## config.mk

```make
export PLATFORM = sky130hd
export DESIGN_NAME = program_memory_code_protect
export DESIGN_NICKNAME = d
export VERILOG_FILES = /design/src/common/code_protect_pkg.sv /design/src/hdl/block_decode.sv /design/src/hdl/program_memory_code_protect.sv
export VERILOG_INCLUDE_DIRS = /design/src /design/src/common
export SDC_FILE = /design/constraint.sdc
export NUM_CORES = 1
export LEC_CHECK = 0
export BUFFER_PORTS_ARGS = -buffer_cell sky130_fd_sc_hd__buf_4
export CAP_MARGIN = 10
export CORE_UTILIZATION = 29
export CTS_CLUSTER_DIAMETER = 80
export DETAILED_ROUTE_END_ITERATION = 6
export PLACE_DENSITY = 0.6
export SKIP_CTS_REPAIR_TIMING = 1
export SLEW_MARGIN = 25
export SYNTH_ARGS = -nofsm -noshare
export SYNTH_HDL_FRONTEND = slang
export SYNTH_SLANG_ARGS = --single-unit
```

## constraint.sdc

```tcl
create_clock -name i_sys_clk -period 3.3 [get_ports i_sys_clk]
set_clock_uncertainty 0.1 [all_clocks]
set_input_delay 0.33 -clock i_sys_clk [delete_from_list [all_inputs] [get_ports i_sys_clk]]
set_output_delay 0.33 -clock i_sys_clk [all_outputs]
set_load 0.02 [all_outputs]
```

## src/common/code_protect_consts.svh

```systemverilog
`ifndef CODE_PROTECT_CONSTS_SVH
`define CODE_PROTECT_CONSTS_SVH
// ==========================================================
// Address map
`define ADDR_W            22
`define BOOT_BYTES        512
`define BLK1_BASE         22'h001000
`define BLK2_BASE         22'h002000
`define BLK3_BASE         22'h003000
`define MEM_TOP           22'h003FFF
`define CFG_5L            22'h300008
`define CFG_5H            22'h300009
`define CFG_6L            22'h30000A
`define CFG_6H            22'h30000B
`define CFG_7L            22'h30000C
`define CFG_7H            22'h30000D
`define ID_FIRST          22'h200000
`define ID_LAST           22'h200007
`define DEVID_LO          22'h3FFFFE
`define DEVID_HI          22'h3FFFFF
// ==========================================================
// Field positions
`define BIT_EE_EXT        7
`define BIT_BOOT          6
`define BIT_CFG_WR        5
`define ERASED_BYTE       8'hFF
`endif

```

## src/common/code_protect_pkg.sv

```systemverilog
package code_protect_pkg;
    typedef enum logic [1:0] {
        ST_IDLE  = 2'b00,
        ST_ERASE = 2'b01
    } erase_state_t;
    typedef logic [4:0] block_mask_t;
endpackage : code_protect_pkg

```

## src/hdl/block_decode.sv

```systemverilog
`timescale 1ns/100ps
`include "code_protect_consts.svh"
// ==========================================================
// Address to protection block one-hot
module block_decode #(
    parameter int ADDR_W = `ADDR_W
) (
    input  wire logic [ADDR_W-1:0]          i_addr,
    output code_protect_pkg::block_mask_t   o_sel,
    output logic                            o_in_mem
);
    always_comb begin
        o_sel    = '0;
        o_in_mem = (i_addr <= ADDR_W'(`MEM_TOP));
        if (o_in_mem) begin
            if (i_addr < ADDR_W'(`BOOT_BYTES)) begin
                o_sel[4] = 1'b1;
            end else if (i_addr < ADDR_W'(`BLK1_BASE)) begin
                o_sel[0] = 1'b1;
            end else if (i_addr < ADDR_W'(`BLK2_BASE)) begin
                o_sel[1] = 1'b1;
            end else if (i_addr < ADDR_W'(`BLK3_BASE)) begin
                o_sel[2] = 1'b1;
            end else begin
                o_sel[3] = 1'b1;
            end
        end
    end
endmodule : block_decode

```

## src/hdl/program_memory_code_protect.sv

```systemverilog
`timescale 1ns/100ps
`include "code_protect_consts.svh"
module program_memory_code_protect #(
    parameter int         ADDR_W      = `ADDR_W,
    parameter bit         LARGE_PART  = 1'b1,
    parameter logic [15:0] DEVICE_ID  = 16'h5A5A  // Arbitrary value
) (
    input  wire logic               i_sys_clk,
    input  wire logic               i_srst,
    // Table unit of the running program
    input  wire logic               i_tbl_rd,
    input  wire logic               i_tbl_wr,
    input  wire logic [ADDR_W-1:0]  i_tbl_addr,
    input  wire logic [ADDR_W-1:0]  i_pc_addr,
    input  wire logic [7:0]         i_tbl_wdata,
    input  wire logic [7:0]         i_mem_rdata,
    output logic                    o_tbl_rvalid,
    output logic [7:0]              o_tbl_rdata,
    output logic                    o_mem_wr,
    output logic [ADDR_W-1:0]       o_mem_addr,
    output logic [7:0]              o_mem_wdata,
    output logic                    o_tbl_wr_refused,
    // External programmer, already synchronised upstream by its own port logic
    input  wire logic               i_ext_mode,
    input  wire logic               i_ext_rd,
    input  wire logic               i_ext_wr,
    input  wire logic               i_ext_ee,
    input  wire logic [ADDR_W-1:0]  i_ext_addr,
    input  wire logic               i_ext_chip_erase,
    input  wire logic               i_ext_blk_erase,
    input  wire logic [4:0]         i_ext_erase_sel,
    output logic                    o_ext_rd_ok,
    output logic                    o_ext_wr_ok,
    output logic                    o_ext_ee_rd_ok,
    output logic                    o_ext_ee_wr_ok,
    // Processor side EEPROM request
    input  wire logic               i_cpu_ee_req,
    output logic                    o_cpu_ee_ok
);
    // Config, ID and device word all sit above the reach of narrower pointers
    if (ADDR_W < `ADDR_W) begin : g_addr_w_check
        $error("ADDR_W too small for config space");
    end

    logic [3:0]  ext_prot_q, wr_prot_q, xrd_prot_q;
    logic        boot_ext_q, boot_wr_q, boot_xrd_q;
    logic        ee_ext_q, ee_wr_q, cfg_wr_q;
    logic [7:0]  id_mem_q [0:7];
    code_protect_pkg::erase_state_t erase_st_q;

    code_protect_pkg::block_mask_t  tgt_sel, pc_sel, ext_sel;
    logic        tgt_mem, pc_mem, ext_mem;
    logic [4:0]  ext_bits, wr_bits, xrd_bits;
    logic [3:0]  upper_mask;

    // ==========================================================
    // Block decode of all three addresses
    block_decode #(.ADDR_W(ADDR_W)) u_dec_tgt (
        .i_addr   (i_tbl_addr),
        .o_sel    (tgt_sel),
        .o_in_mem (tgt_mem)
    );
    block_decode #(.ADDR_W(ADDR_W)) u_dec_pc (
        .i_addr   (i_pc_addr),
        .o_sel    (pc_sel),
        .o_in_mem (pc_mem)
    );
    block_decode #(.ADDR_W(ADDR_W)) u_dec_ext (
        .i_addr   (i_ext_addr),
        .o_sel    (ext_sel),
        .o_in_mem (ext_mem)
    );

    // Unimplemented upper bits on the small part always read one
    assign upper_mask = LARGE_PART ? 4'h0 : 4'hC;
    assign ext_bits = {boot_ext_q, ext_prot_q | upper_mask};
    assign wr_bits  = {boot_wr_q,  wr_prot_q  | upper_mask};
    assign xrd_bits = {boot_xrd_q, xrd_prot_q | upper_mask};

    // ==========================================================
    // Access decisions, straight from stored bits
    logic tgt_cfg, tgt_id, tgt_devid, tgt_allowed_wr, tgt_allowed_rd;
    logic [2:0] id_idx;
    logic [7:0] cfg_rd, rd_mux;
    assign tgt_cfg   = (i_tbl_addr >= ADDR_W'(`CFG_5L)) && (i_tbl_addr <= ADDR_W'(`CFG_7H));
    assign tgt_id    = (i_tbl_addr >= ADDR_W'(`ID_FIRST)) && (i_tbl_addr <= ADDR_W'(`ID_LAST));
    assign tgt_devid = (i_tbl_addr == ADDR_W'(`DEVID_LO)) || (i_tbl_addr == ADDR_W'(`DEVID_HI));
    assign id_idx    = i_tbl_addr[2:0];

    // Write guard: zero means protected
    assign tgt_allowed_wr = tgt_mem ? ((wr_bits & tgt_sel) == tgt_sel)
                          : tgt_cfg ? cfg_wr_q
                          : tgt_id;
    // Cross read allowed when bit set or reading own block
    assign tgt_allowed_rd = ((xrd_bits & tgt_sel) == tgt_sel) || (pc_mem && (pc_sel == tgt_sel));

    always_comb begin
        unique case (i_tbl_addr)
            ADDR_W'(`CFG_5L): cfg_rd = {4'h0, ext_bits[3:0]};
            ADDR_W'(`CFG_5H): cfg_rd = {ee_ext_q, boot_ext_q, 6'h00};
            ADDR_W'(`CFG_6L): cfg_rd = {4'h0, wr_bits[3:0]};
            ADDR_W'(`CFG_6H): cfg_rd = {ee_wr_q, boot_wr_q, cfg_wr_q, 5'h00};
            ADDR_W'(`CFG_7L): cfg_rd = {4'h0, xrd_bits[3:0]};
            ADDR_W'(`CFG_7H): cfg_rd = {1'b0, boot_xrd_q, 6'h00};
            default:          cfg_rd = 8'h00;
        endcase
    end

    always_comb begin
        rd_mux = 8'h00;
        if (tgt_mem) begin
            rd_mux = tgt_allowed_rd ? i_mem_rdata : 8'h00;
        end else if (tgt_cfg) begin
            rd_mux = cfg_rd;
        end else if (tgt_id) begin
            rd_mux = id_mem_q[id_idx];
        end else if (tgt_devid) begin
            rd_mux = i_tbl_addr[0] ? DEVICE_ID[15:8] : DEVICE_ID[7:0];
        end
    end

    // ==========================================================
    // Table read answer, one cycle after request
    always_ff @(posedge i_sys_clk) begin
        if (i_srst) begin
            o_tbl_rvalid <= 1'b0;
            o_tbl_rdata  <= 8'h00;
        end else begin
            o_tbl_rvalid <= i_tbl_rd;
            o_tbl_rdata  <= i_tbl_rd ? rd_mux : 8'h00;
        end
    end

    // ==========================================================
    // Program memory write pass-through
    always_ff @(posedge i_sys_clk) begin
        if (i_srst) begin
            o_mem_wr         <= 1'b0;
            o_mem_addr       <= '0;
            o_mem_wdata      <= 8'h00;
            o_tbl_wr_refused <= 1'b0;
        end else begin
            o_mem_wr         <= i_tbl_wr && tgt_mem && tgt_allowed_wr;
            o_mem_addr       <= i_tbl_addr;
            o_mem_wdata      <= i_tbl_wdata;
            o_tbl_wr_refused <= i_tbl_wr && !tgt_allowed_wr;
        end
    end

    // ==========================================================
    // ID bytes
    always_ff @(posedge i_sys_clk) begin
        if (i_srst) begin
            for (int i = 0; i < 8; i++) begin
                id_mem_q[i] <= `ERASED_BYTE;
            end
        end else if (i_tbl_wr && tgt_id) begin
            id_mem_q[id_idx] <= i_tbl_wdata;
        end
    end

    // ==========================================================
    // Protection bits: clear by write, set only by external erase
    logic cfg_wr_go, erase_go;
    assign cfg_wr_go = i_tbl_wr && tgt_cfg && cfg_wr_q;
    // Erase accepted only in programming mode, never from the program
    // The cycle after an erase takes none, so a long pulse is not taken twice in a row
    assign erase_go  = i_ext_mode && (i_ext_chip_erase || i_ext_blk_erase)
                       && (erase_st_q == code_protect_pkg::ST_IDLE);

    always_ff @(posedge i_sys_clk) begin
        if (i_srst) begin
            erase_st_q <= code_protect_pkg::ST_IDLE;
        end else begin
            unique case (erase_st_q)
                code_protect_pkg::ST_IDLE:
                    erase_st_q <= erase_go ? code_protect_pkg::ST_ERASE
                                           : code_protect_pkg::ST_IDLE;
                code_protect_pkg::ST_ERASE:
                    erase_st_q <= code_protect_pkg::ST_IDLE;
            endcase
        end
    end

    // Reset leaves nonvolatile bits alone; they model flash contents
    always_ff @(posedge i_sys_clk) begin
        if (erase_go && i_ext_chip_erase) begin
            ext_prot_q <= 4'hF;
            wr_prot_q  <= 4'hF;
            xrd_prot_q <= 4'hF;
            boot_ext_q <= 1'b1;
            boot_wr_q  <= 1'b1;
            boot_xrd_q <= 1'b1;
            ee_ext_q   <= 1'b1;
            ee_wr_q    <= 1'b1;
            cfg_wr_q   <= 1'b1;
        end else if (erase_go) begin
            ext_prot_q <= ext_prot_q | i_ext_erase_sel[3:0];
            wr_prot_q  <= wr_prot_q  | i_ext_erase_sel[3:0];
            xrd_prot_q <= xrd_prot_q | i_ext_erase_sel[3:0];
            boot_ext_q <= boot_ext_q | i_ext_erase_sel[4];
            boot_wr_q  <= boot_wr_q  | i_ext_erase_sel[4];
            boot_xrd_q <= boot_xrd_q | i_ext_erase_sel[4];
        end else if (cfg_wr_go) begin
            unique case (i_tbl_addr)
                ADDR_W'(`CFG_5L): ext_prot_q <= ext_prot_q & i_tbl_wdata[3:0];
                ADDR_W'(`CFG_5H): begin
                    ee_ext_q   <= ee_ext_q   & i_tbl_wdata[`BIT_EE_EXT];
                    boot_ext_q <= boot_ext_q & i_tbl_wdata[`BIT_BOOT];
                end
                ADDR_W'(`CFG_6L): wr_prot_q <= wr_prot_q & i_tbl_wdata[3:0];
                ADDR_W'(`CFG_6H): begin
                    ee_wr_q   <= ee_wr_q   & i_tbl_wdata[`BIT_EE_EXT];
                    boot_wr_q <= boot_wr_q & i_tbl_wdata[`BIT_BOOT];
                    // Program cannot touch the config guard itself
                    if (i_ext_mode) begin
                        cfg_wr_q <= cfg_wr_q & i_tbl_wdata[`BIT_CFG_WR];
                    end
                end
                ADDR_W'(`CFG_7L): xrd_prot_q <= xrd_prot_q & i_tbl_wdata[3:0];
                ADDR_W'(`CFG_7H): boot_xrd_q <= boot_xrd_q & i_tbl_wdata[`BIT_BOOT];
                default: ;
            endcase
        end
    end

    // ==========================================================
    // External programmer and EEPROM gating
    always_ff @(posedge i_sys_clk) begin
        if (i_srst) begin
            o_ext_rd_ok    <= 1'b0;
            o_ext_wr_ok    <= 1'b0;
            o_ext_ee_rd_ok <= 1'b0;
            o_ext_ee_wr_ok <= 1'b0;
            o_cpu_ee_ok    <= 1'b0;
        end else begin
            // Only the external path looks at external protect bits
            o_ext_rd_ok    <= i_ext_mode && i_ext_rd && !i_ext_ee
                              && (!ext_mem || ((ext_bits & ext_sel) == ext_sel));
            o_ext_wr_ok    <= i_ext_mode && i_ext_wr && !i_ext_ee
                              && (!ext_mem || ((ext_bits & ext_sel) == ext_sel));
            o_ext_ee_rd_ok <= i_ext_mode && i_ext_rd && i_ext_ee && ee_ext_q;
            o_ext_ee_wr_ok <= i_ext_mode && i_ext_wr && i_ext_ee && ee_ext_q && ee_wr_q;
            o_cpu_ee_ok    <= i_cpu_ee_req;
        end
    end
endmodule : program_memory_code_protect

```

==> reports/summary.txt <==
instance count of the mapped netlist - 477
clock sink count - 129
total standard cell area after synthesis - 5620 µm²
most frequently used cell type in the post-synthesis netlist - sky130_fd_sc_hd__dfxtp_1
ys async rst share - 0
total length of routed wires - 15800 µm
I/O pin total - 144
VDD IR max - 0.274 mV
maximum number of buffers from clock root to sink - 2
data arrival time at the worst-slack endpoint - 2660 ps
Clock transition at path regs - 60 ps
final-report hold violation count - 0
longest individual stage delay on the worst path - 530 ps
worst hold path class - primary input to flop
pin slew with the least headroom to its limit - 610 ps
area grow syn2layout - 33.9%
antenna-violating nets left - 0
endpoints failing setup - 0
Top Metal Used - met4
peak clock frequency supported by timing - 386 MHz
Rows - 50
Yosys top cell area share - 0.342
required time reported for the critical path endpoint - 3370 ps
average instance area after synthesis - 11.8 µm²
met1 wire length - 6420 µm
distinct cell type count after synthesis - 53
die area - 19900 µm²
Clock Root Buffer - sky130_fd_sc_hd__clkbuf_16
areal power density over the cells - 534 nW/µm²
CP dominant cell by count - sky130_fd_sc_hd__buf_4
number of antenna violations at the first check in global routing - 0
fin crit period - 2590 ps
Routed wire per std cell - 17.9 µm
Slew HR - 0.589
overflow left after global routing - 0
Post-synth top flop - sky130_fd_sc_hd__dfxtp_1
element type at the critical path start - primary input
sort of element at the end of the critical path - flop
sum of negative setup slack - 0 ps
Static Leak - 0.00281 µW
library cell with the largest summed area after synthesis - sky130_fd_sc_hd__edfxtp_1
initial detailed-routing violation count - 264
top fanout value on the critical path - 11
first-pass iteration count of the detailed router - 4
DR WL met3 - 1240 µm
most common library cells after synthesis - sky130_fd_sc_hd__dfxtp_1, sky130_fd_sc_hd__edfxtp_1, sky130_fd_sc_hd__nor2_1, sky130_fd_sc_hd__nor2b_1, sky130_fd_sc_hd__nand2_1
Slowest cell on crit path - sky130_fd_sc_hd__or4b_4
Slew Viols, Final - 0
core area - 18800 µm²
number of warnings issued by yosys - 0
vias in the first global route - 4376
start-to-end type of the worst setup path - primary input to flop
reported max-cap violation count - 0
H-tree depth - 4
sequential element share of the synthesized area - 0.573
total clock buffers created by CTS - 17
Antenna Cells - 0
vias per inst - 4.85
vias after detailed routing - 4291
largest net degree at the start of global routing - 45
height of the die - 141 µm
clock insertion delay at the later pin of the skew report - 430 ps
list of cells traversed by the critical path - buf_4 > nor4_4 > nand4_2 > or2_1 > or4b_4 > buf_4 > nor2_1 > nand2_1 > or2_2
RD Place Congestion - 0.913
final cycle utilization of the critical path - 0.785
RSZ-0062 raised after global routing - false
DRC errors left - 0
Final Total Pwr - 4020 µW
port bufs - 125
ranking of synthesized cells by area - sky130_fd_sc_hd__edfxtp_1, sky130_fd_sc_hd__dfxtp_1, sky130_fd_sc_hd__mux4_2, sky130_fd_sc_hd__nor2b_1, sky130_fd_sc_hd__or2_2
dpl hpwl - 11400 µm
horizontal extent of the die - 141 µm
net total in the final layout - 710
EDFF count, synth - 64
first-pass GRT wire length - 24500 µm
overall fraction of global-route tracks in use - 0.166
outcome - complete, no violations
total met2 wirelength after detailed routing - 7990 µm
total of flip-flops plus latches after synthesis - 129
TritonCTS clock tree - built
layout cell share with drive strength beyond 1 - 0.363
initial standard-cell utilization of the core - 0.298
Post-Synthesis Net Count - 575
layer usage:
metal	GRT usage	vias up
met4	0.0469	0
met5	0	-
met3	0.0493	12
li1	-	2038
met2	0.298	160
met1	0.190	2081
power by group:
group          total [µW]  internal [µW]  leakage (µW)  switching, µW
Clock                1900           1190      0.000300            717
Combinational         360            167       0.00133            193
Sequential           1760           1740       0.00118           17.6
sequential cells by signal, indices dropped and copies added, names as in the netlist, 4 cells and up:
signal       cells
id_mem_q        64
ext_prot_q       4
o_mem_wdata      8
xrd_prot_q       4
o_mem_addr      22
o_tbl_rdata      8
wr_prot_q        4
final timing paths:
kind	from	end	slack (ps)	cells after the start
max	i_tbl_addr[17]	id_mem_q[6][0]$_SDFFCE_PN1P_	710	9
min	i_cpu_ee_req	o_cpu_ee_ok$_SDFF_PP0_	40	2
max reg2reg	erase_st_q[0]$_SDFF_PP0_	cfg_wr_q$_SDFFE_PP1P_	1440	7
min reg2reg	ee_wr_q$_SDFFE_PP1P_	o_ext_ee_wr_ok$_SDFF_PP0_	390	2
final cells by class:
| type | instances | area [µm²] |
|---|---|---|
| fillers | 1784 | 11300 |
| flip-flops and latches | 129 | 3220 |
| multi-input cells | 317 | 2270 |
| repair buffers | 142 | 1070 |
| clock buffers | 24 | 557 |
| well taps | 260 | 325 |
| clock inverters | 8 | 61.3 |
| inverters | 5 | 18.8 |
layout by cell type, fill, tap and decap left out, types with 5 or more instances in the layout:
cell and count:
sky130_fd_sc_hd__a21oi_1 17, sky130_fd_sc_hd__a32o_1 7, sky130_fd_sc_hd__buf_4 142, sky130_fd_sc_hd__clkbuf_16 21, sky130_fd_sc_hd__dfxtp_1 65, sky130_fd_sc_hd__edfxtp_1 64
sky130_fd_sc_hd__mux2_2 5, sky130_fd_sc_hd__mux2i_1 11, sky130_fd_sc_hd__mux4_2 16, sky130_fd_sc_hd__nand2_1 26, sky130_fd_sc_hd__nand2b_1 24, sky130_fd_sc_hd__nand3_1 5
sky130_fd_sc_hd__nand4_1 6, sky130_fd_sc_hd__nor2_1 37, sky130_fd_sc_hd__nor2b_1 33, sky130_fd_sc_hd__nor3_1 11, sky130_fd_sc_hd__nor4_1 7, sky130_fd_sc_hd__o21ai_0 8
sky130_fd_sc_hd__o22a_1 12, sky130_fd_sc_hd__or2_1 8, sky130_fd_sc_hd__or2_2 25, sky130_fd_sc_hd__or3_1 17
logic make-up (layout without fill, tap and decap cells):
| family | count (synthesis) | in the layout | synth area share |
|---|---|---|---|
| compound gates | 66 | 66 | 0.0870 |
| buf+inv | 31 | 179 | 0.0218 |
| mux | 32 | 32 | 0.0937 |
| flops | 129 | 129 | 0.573 |
| simple gates | 218 | 218 | 0.222 |
| xor+xnor | 1 | 1 | 0.00156 |
through the flow:
step / instances / util / setup WS (ps) / hold slack, ps / cell area [µm²]
finish: 885 / 0.400 / 709 / 36.2 / 7530
detailed placement: 853 / 0.367 / 263 / 385 / 6910
CTS: 885 / 0.400 / 693 / 22.7 / 7530
global route: 885 / 0.400 / 551 / 21.9 / 7530
floorplan: 477 / - / 510 / 335 / 5620
global placement: 853 / 0.367 / 298 / 362 / 6910
worst max-delay path: cells and delay by family:
kind / cells / cell delay [ps]
buffers and inverters: 2 / 320
AND/OR/NAND/NOR: 7 / 2000
Power figures use the tool's default switching activity.
